`src/fwp_pkg.sv`:
```
// Package: constants and carrier types for the flash write-protect checker
package fwp_pkg;
  localparam int ADDR_W = 24;
  localparam int SUB_LSB = 12;
  localparam int SEC_LSB = 16;
  localparam int N_SEC = 64;
  localparam int SEC_W = 6;
  localparam int SUB_W = 10;
  localparam logic [23:0] TOP_ADDR = 24'h3fffff;
  localparam logic [7:0] LOCK_RST = 8'h00;
  // Supply settle time after reset release, in us, and its cycle count at 40 MHz
  localparam int PON_US = 100;
  localparam int CLK_MHZ = 40;
  localparam int PON_CYC = PON_US * CLK_MHZ;
  localparam int REG_OFF_CTRL = 'h00;
  localparam int REG_OFF_LOCK = 'h04;
  localparam int REG_OFF_STAT = 'h08;
  localparam int REG_OFF_CHECK = 'h0c;
  localparam int REG_OFF_ID = 'h10;
  localparam logic [31:0] ID_VALUE = 32'h0000a5c3; // Arbitrary value
  localparam int CTRL_BP_LSB = 0;
  localparam int CTRL_TB_BIT = 3;
  localparam int CTRL_WEL_BIT = 4;
  localparam int LOCK_WL_BIT = 0;
  localparam int LOCK_LD_BIT = 1;
  localparam int LOCK_SEC_LSB = 8;
  localparam int CHK_ADDR_LSB = 0;
  localparam int CHK_OP_LSB = 24;
  localparam int CHK_CLKS_LSB = 28;

  typedef enum logic [1:0] {
    FWP_OP_PROG = 2'h0,
    FWP_OP_SUB_ERASE = 2'h1,
    FWP_OP_SEC_ERASE = 2'h2,
    FWP_OP_BULK_ERASE = 2'h3
  } fwp_op_e;

  typedef struct packed {
    logic [2:0] range_code;
    logic range_from_bottom;
  } fwp_range_s;

  typedef struct packed {
    logic accept;
    logic wel_fail;
    logic frame_fail;
    logic lock_fail;
    logic range_fail;
    logic power_fail;
  } fwp_verdict_s;
endpackage

```
`src/fwp_range.sv`:
```
// Range decoder: block-protect code and direction to a protected-sector mask
`timescale 1ns/1ps
module fwp_range
  import fwp_pkg::*;
(
  input wire fwp_range_s range, // Block-protect code and direction
  output logic [N_SEC-1:0] mask // One bit per protected sector
);
  logic [6:0] cnt;
  always_comb begin
    unique case (range.range_code)
      3'h0: cnt = 7'h00;
      3'h7: cnt = 7'h40;
      default: cnt = 7'(7'h01 << (range.range_code - 3'h1));
    endcase
  end

  genvar g;
  generate
    for (g = 0; g < N_SEC; g++) begin : g_sec
      // Bottom counts up from sector 0, top counts down from 63
      assign mask[g] = range.range_from_bottom ? (7'(g) < cnt)
                                               : (7'(N_SEC - 1 - g) < cnt);
    end
  endgenerate
endmodule

```
`config.mk`:
```
export PLATFORM = sky130hd
export DESIGN_NAME = fwp_range
export DESIGN_NICKNAME = d
export VERILOG_FILES = /design/src/fwp_pkg.sv /design/src/fwp_range.sv
export SDC_FILE = /design/constraint.sdc
export NUM_CORES = 1
export LEC_CHECK = 0
export ABC_AREA = 1
export BUFFER_PORTS_ARGS = -buffer_cell sky130_fd_sc_hd__buf_4
export CORE_MARGIN = 2
export CORE_UTILIZATION = 29
export DETAILED_ROUTE_END_ITERATION = 8
export GPL_ROUTABILITY_DRIVEN = 0
export PLACE_DENSITY = 0.95
export SLEW_MARGIN = 20
export SYNTH_ARGS = -nofsm -noshare
export SYNTH_HDL_FRONTEND = slang
export SYNTH_SLANG_ARGS = --single-unit
export TNS_END_PERCENT = 5
```
`constraint.sdc`:
```
create_clock -name vclk -period 1.09
set_clock_uncertainty 0.15 [all_clocks]
set_input_delay 0.1635 -clock vclk [all_inputs]
set_output_delay 0.1635 -clock vclk [all_outputs]
set_load 0.01 [all_outputs]
```
==> impl_metrics.py, run 1 <==
metrics = {
    "synthesis": {
        "syn-mean-instance-area_um2": 4.23,
        "synth.most_common_cell": "nand2_1",
        "syn_nets": 101,
        "yosysTopAreaCell": "nand2_1",
        "synthesis.instances": 97,
        "synth_top_area_share_pct": 49.4,
        "synth.area.top_cells": "nand2_1, o21ai_0, buf_2",
        "ys_top_cells_by_count": "nand2_1, o21ai_0, buf_2, inv_1, a21oi_1",
        "ys_seq_area_share_pct": 0,
        "synth_area_um2": 410,
        "ys_types": 10,
        "yosysWarningCount": 0,
    },
    "floorplan": {
        "start_util_pct": 31.1,
        "pin_count": 68,
        "die_x_um": 41.6,
        "die_h_um": 41.6,
        "placementRows": 13,
    },
    "placement": {
        "pre_cts_ws_ns": -0.240,
        "place_area_um2": 1030,
        "portBuffers": 68,
        "place_hpwl_um": 1500,
    },
    "run_status": {
        "stop_error": "[ERROR DPL-0033] detailed placement checks failed during check placement.",
        "status": "aborted with a tool error",
        "failing_step": "global routing",
    },
    "global_routing": {
        "grt_max_degree": 32,
        "antenna_found_initial": 0,
    },
    "clock_tree": {
        "cts_setup_buffers": 0,
        "holdBufCountCts": 0,
    },
    "timing": {
        "worst_endpoint": "mask[6]",
        "endpoint_type": "output port",
    },
}
## cells by family after synthesis
| group | count (synthesis) | share of synthesized area [%] |
|---|---|---|
| buf+inv | 15 | 15.5 |
| simple gates | 60 | 57.6 |
| compound gates | 22 | 26.8 |
## timing repair
item                                   CTS
setup endpoints to repair               61
endpoints found under the hold margin    0
gates resized for setup                 13
## per-stage QoR
step                util (%)  TNS [ns]  std cells
CTS                     81.6    -10.49        184
detailed placement      78.4    -12.11        184
global placement        78.4     -9.05        184
floorplan                  -    -0.177         97
==> inputs of run 2 (changes only) <==
--- a/config.mk
+++ b/config.mk
@@ -7,11 +7,11 @@
 export LEC_CHECK = 0
 export ABC_AREA = 1
 export BUFFER_PORTS_ARGS = -buffer_cell sky130_fd_sc_hd__buf_4
-export CORE_MARGIN = 2
-export CORE_UTILIZATION = 29
+export CORE_AREA = 2 2 63 65
 export DETAILED_ROUTE_END_ITERATION = 8
+export DIE_AREA = 0 0 65 67
 export GPL_ROUTABILITY_DRIVEN = 0
-export PLACE_DENSITY = 0.95
+export PLACE_DENSITY_LB_ADDON = 0.15
 export SLEW_MARGIN = 20
 export SYNTH_ARGS = -nofsm -noshare
 export SYNTH_HDL_FRONTEND = slang
==> impl_metrics.py, run 2 <==
metrics = {
    "global_routing": {
        "top_usage_layer": "met2",
        "grt_max_degree": 17,
        "grt_use_met1_pct": 11.2,
        "grt_pass1_vias": 910,
        "use_met2_pct": 26.2,
        "grt_pass1_wl_um": 4040,
        "grt.total_usage_pct": 11.4,
        "grtUsageMet3_pct": 1.01,
        "overflow": 0,
        "antenna_found_initial": 0,
    },
    "timing": {
        "slew_headroom_pct": 80.2,
        "period_needed_ns": 1.23,
        "maxSlewViolCount": 0,
        "worstMarginPinSlew_ns": 0.294,
        "setup_slack_ns": -0.144,
        "tns_ns": -7.44,
        "finalHoldViolCount": 0,
        "setup_viol": 64,
        "rsz0062_at_grt": "yes",
        "finalCritPeriodShare_pct": 113,
        "fmax_mhz": 811,
        "hold_ws_ns": 0.598,
    },
    "cells_and_area": {
        "drive_gt1_share_pct": 93.1,
        "area_growth_pct": 377,
        "layout_commonest_cell": "buf_6",
        "final_cell_mix": "buf_6, buf_4, nand2_2",
        "nClkBuffers": 0,
        "fillerInstances": 318,
        "seq_cell_count": 0,
        "finalNetCount": 194,
        "antennaDiodeCount": 0,
        "seq_area_um2": 0,
    },
    "synthesis": {
        "yosysTopAreaCell": "nand2_1",
        "synthesis.instances": 97,
        "syn_nets": 101,
        "yosysWarningCount": 0,
        "ys_seq_area_share_pct": 0,
        "synth.area.top_cells": "nand2_1, o21ai_0, buf_2",
        "synth_area_um2": 410,
        "ys_types": 10,
        "ys_top_cells_by_count": "nand2_1, o21ai_0, buf_2, inv_1, a21oi_1",
        "synth.most_common_cell": "nand2_1",
        "synth_top_area_share_pct": 49.4,
        "syn-mean-instance-area_um2": 4.23,
    },
    "route": {
        "vias": 1007,
        "postRouteAntennaNets": 0,
        "route.detailed.drc": 0,
        "drt_pre_antenna_iters": 3,
        "drt-initial-drc-count": 6,
        "routedWlPerCell_um": 12.3,
        "viasPerCell": 4.27,
        "drt_wl_total_um": 2900,
    },
    "clock_tree": {
        "holdBufCountCts": 0,
    },
    "placement": {
        "portBuffers": 68,
        "place_hpwl_um": 1600,
    },
    "floorplan": {
        "placementRows": 22,
        "dieArea_um2": 4360,
        "coreArea_um2": 3610,
        "start_util_pct": 11.4,
        "pin_count": 68,
        "die_h_um": 67,
        "die_x_um": 65,
    },
    "run_status": {
        "status": "finished with violations",
        "failed_checks": "setup timing",
    },
    "critical_path": {
        "critical_path_class": "in -> out",
        "critPathMaxFanout": 8,
        "end_kind": "primary output",
        "critical_path_arrival_ns": 0.92,
        "cp.required_ns": 0.78,
        "worst_setup_path_start_kind": "input pin",
    },
    "hold_path": {
        "hold_depth": 5,
        "hp-start": "range[2]",
        "min_to": "mask[62]",
        "hold_path.class": "in -> out",
    },
    "power": {
        "power_w": 0.000864,
        "peakVddDrop_v": 0.000150,
        "leakage_nw": 1.06,
        "power_density_nw_per_um2": 441,
    },
    "flow_run": {
        "cap_viol_max_count": 0,
    },
}
run 2: cell counts after synthesis:
No cell type changed its count.
run 2: metrics by stage:
stage                     cell area [um2]  utilization, %  cells  setup WS, ns
after CTS                            1710            47.5    235        -0.131
after global placement               1070            29.8    217        -0.162
after floorplan                       410               -     97       -0.0221
after detailed placement             1070            29.8    217        -0.181
final                                1960            54.3    236        -0.144
after global routing                 1960            54.3    236        -0.180
run 2: how the worst max path moves through the flow:
stage / end / from / slack, ns / cells past startpoint
CTS: mask[51] / range[2] / -0.13 / 8
finish: mask[4] / range[0] / -0.14 / 7
global placement: mask[32] / range[3] / -0.16 / 7
detailed placement: mask[21] / range[0] / -0.18 / 6
floorplan: mask[32] / range[0] / -0.02 / 5
global route: mask[19] / range[3] / -0.18 / 7
run 2: kinds of logic after synthesis:
kind of cell	synth area share (%)
and+or+nand+nor	57.6
AOI/OAI and AO/OA	26.8
buffers and inverters	15.5
run 2: final cells by class:
cell class	count	area, um2	area share, %
repair buffers	99	1140	58.4
inverters	6	32.5	1.66
well taps	48	60.1	3.07
multi-input cells	83	722	36.8
run 2: per-layer routing:
metal	up-vias	share of wire [%]
met5	-	0
met4	0	0
met3	0	5.6
met2	40	61
met1	467	34
li1	500	-
run 2: where the power goes:
group          switching [W]  leakage [nW]  internal (W)
logic               0.000396          1.06      0.000468
clock network              0             0             0
registers                  0             0             0
run 2: critical path, stage by stage:
cell and delay [ns]:
buf_8 0.11, clkinv_4 0.04, nand4_1 0.12, buf_6 0.18, buf_16 0.15, nand2_2 0.06, buf_6 0.09
run 2: repair_timing:
action | in CTS | in global routing
pin swaps | 11 | 4
resized for setup | 127 | 61
setup buffers | 13 | 0
hold endpoints to repair | 0 | 0
cloned | 6 | 1
endpoints found under the setup margin | 64 | 64
No activity file was read; power rests on OpenSTA's default activity.
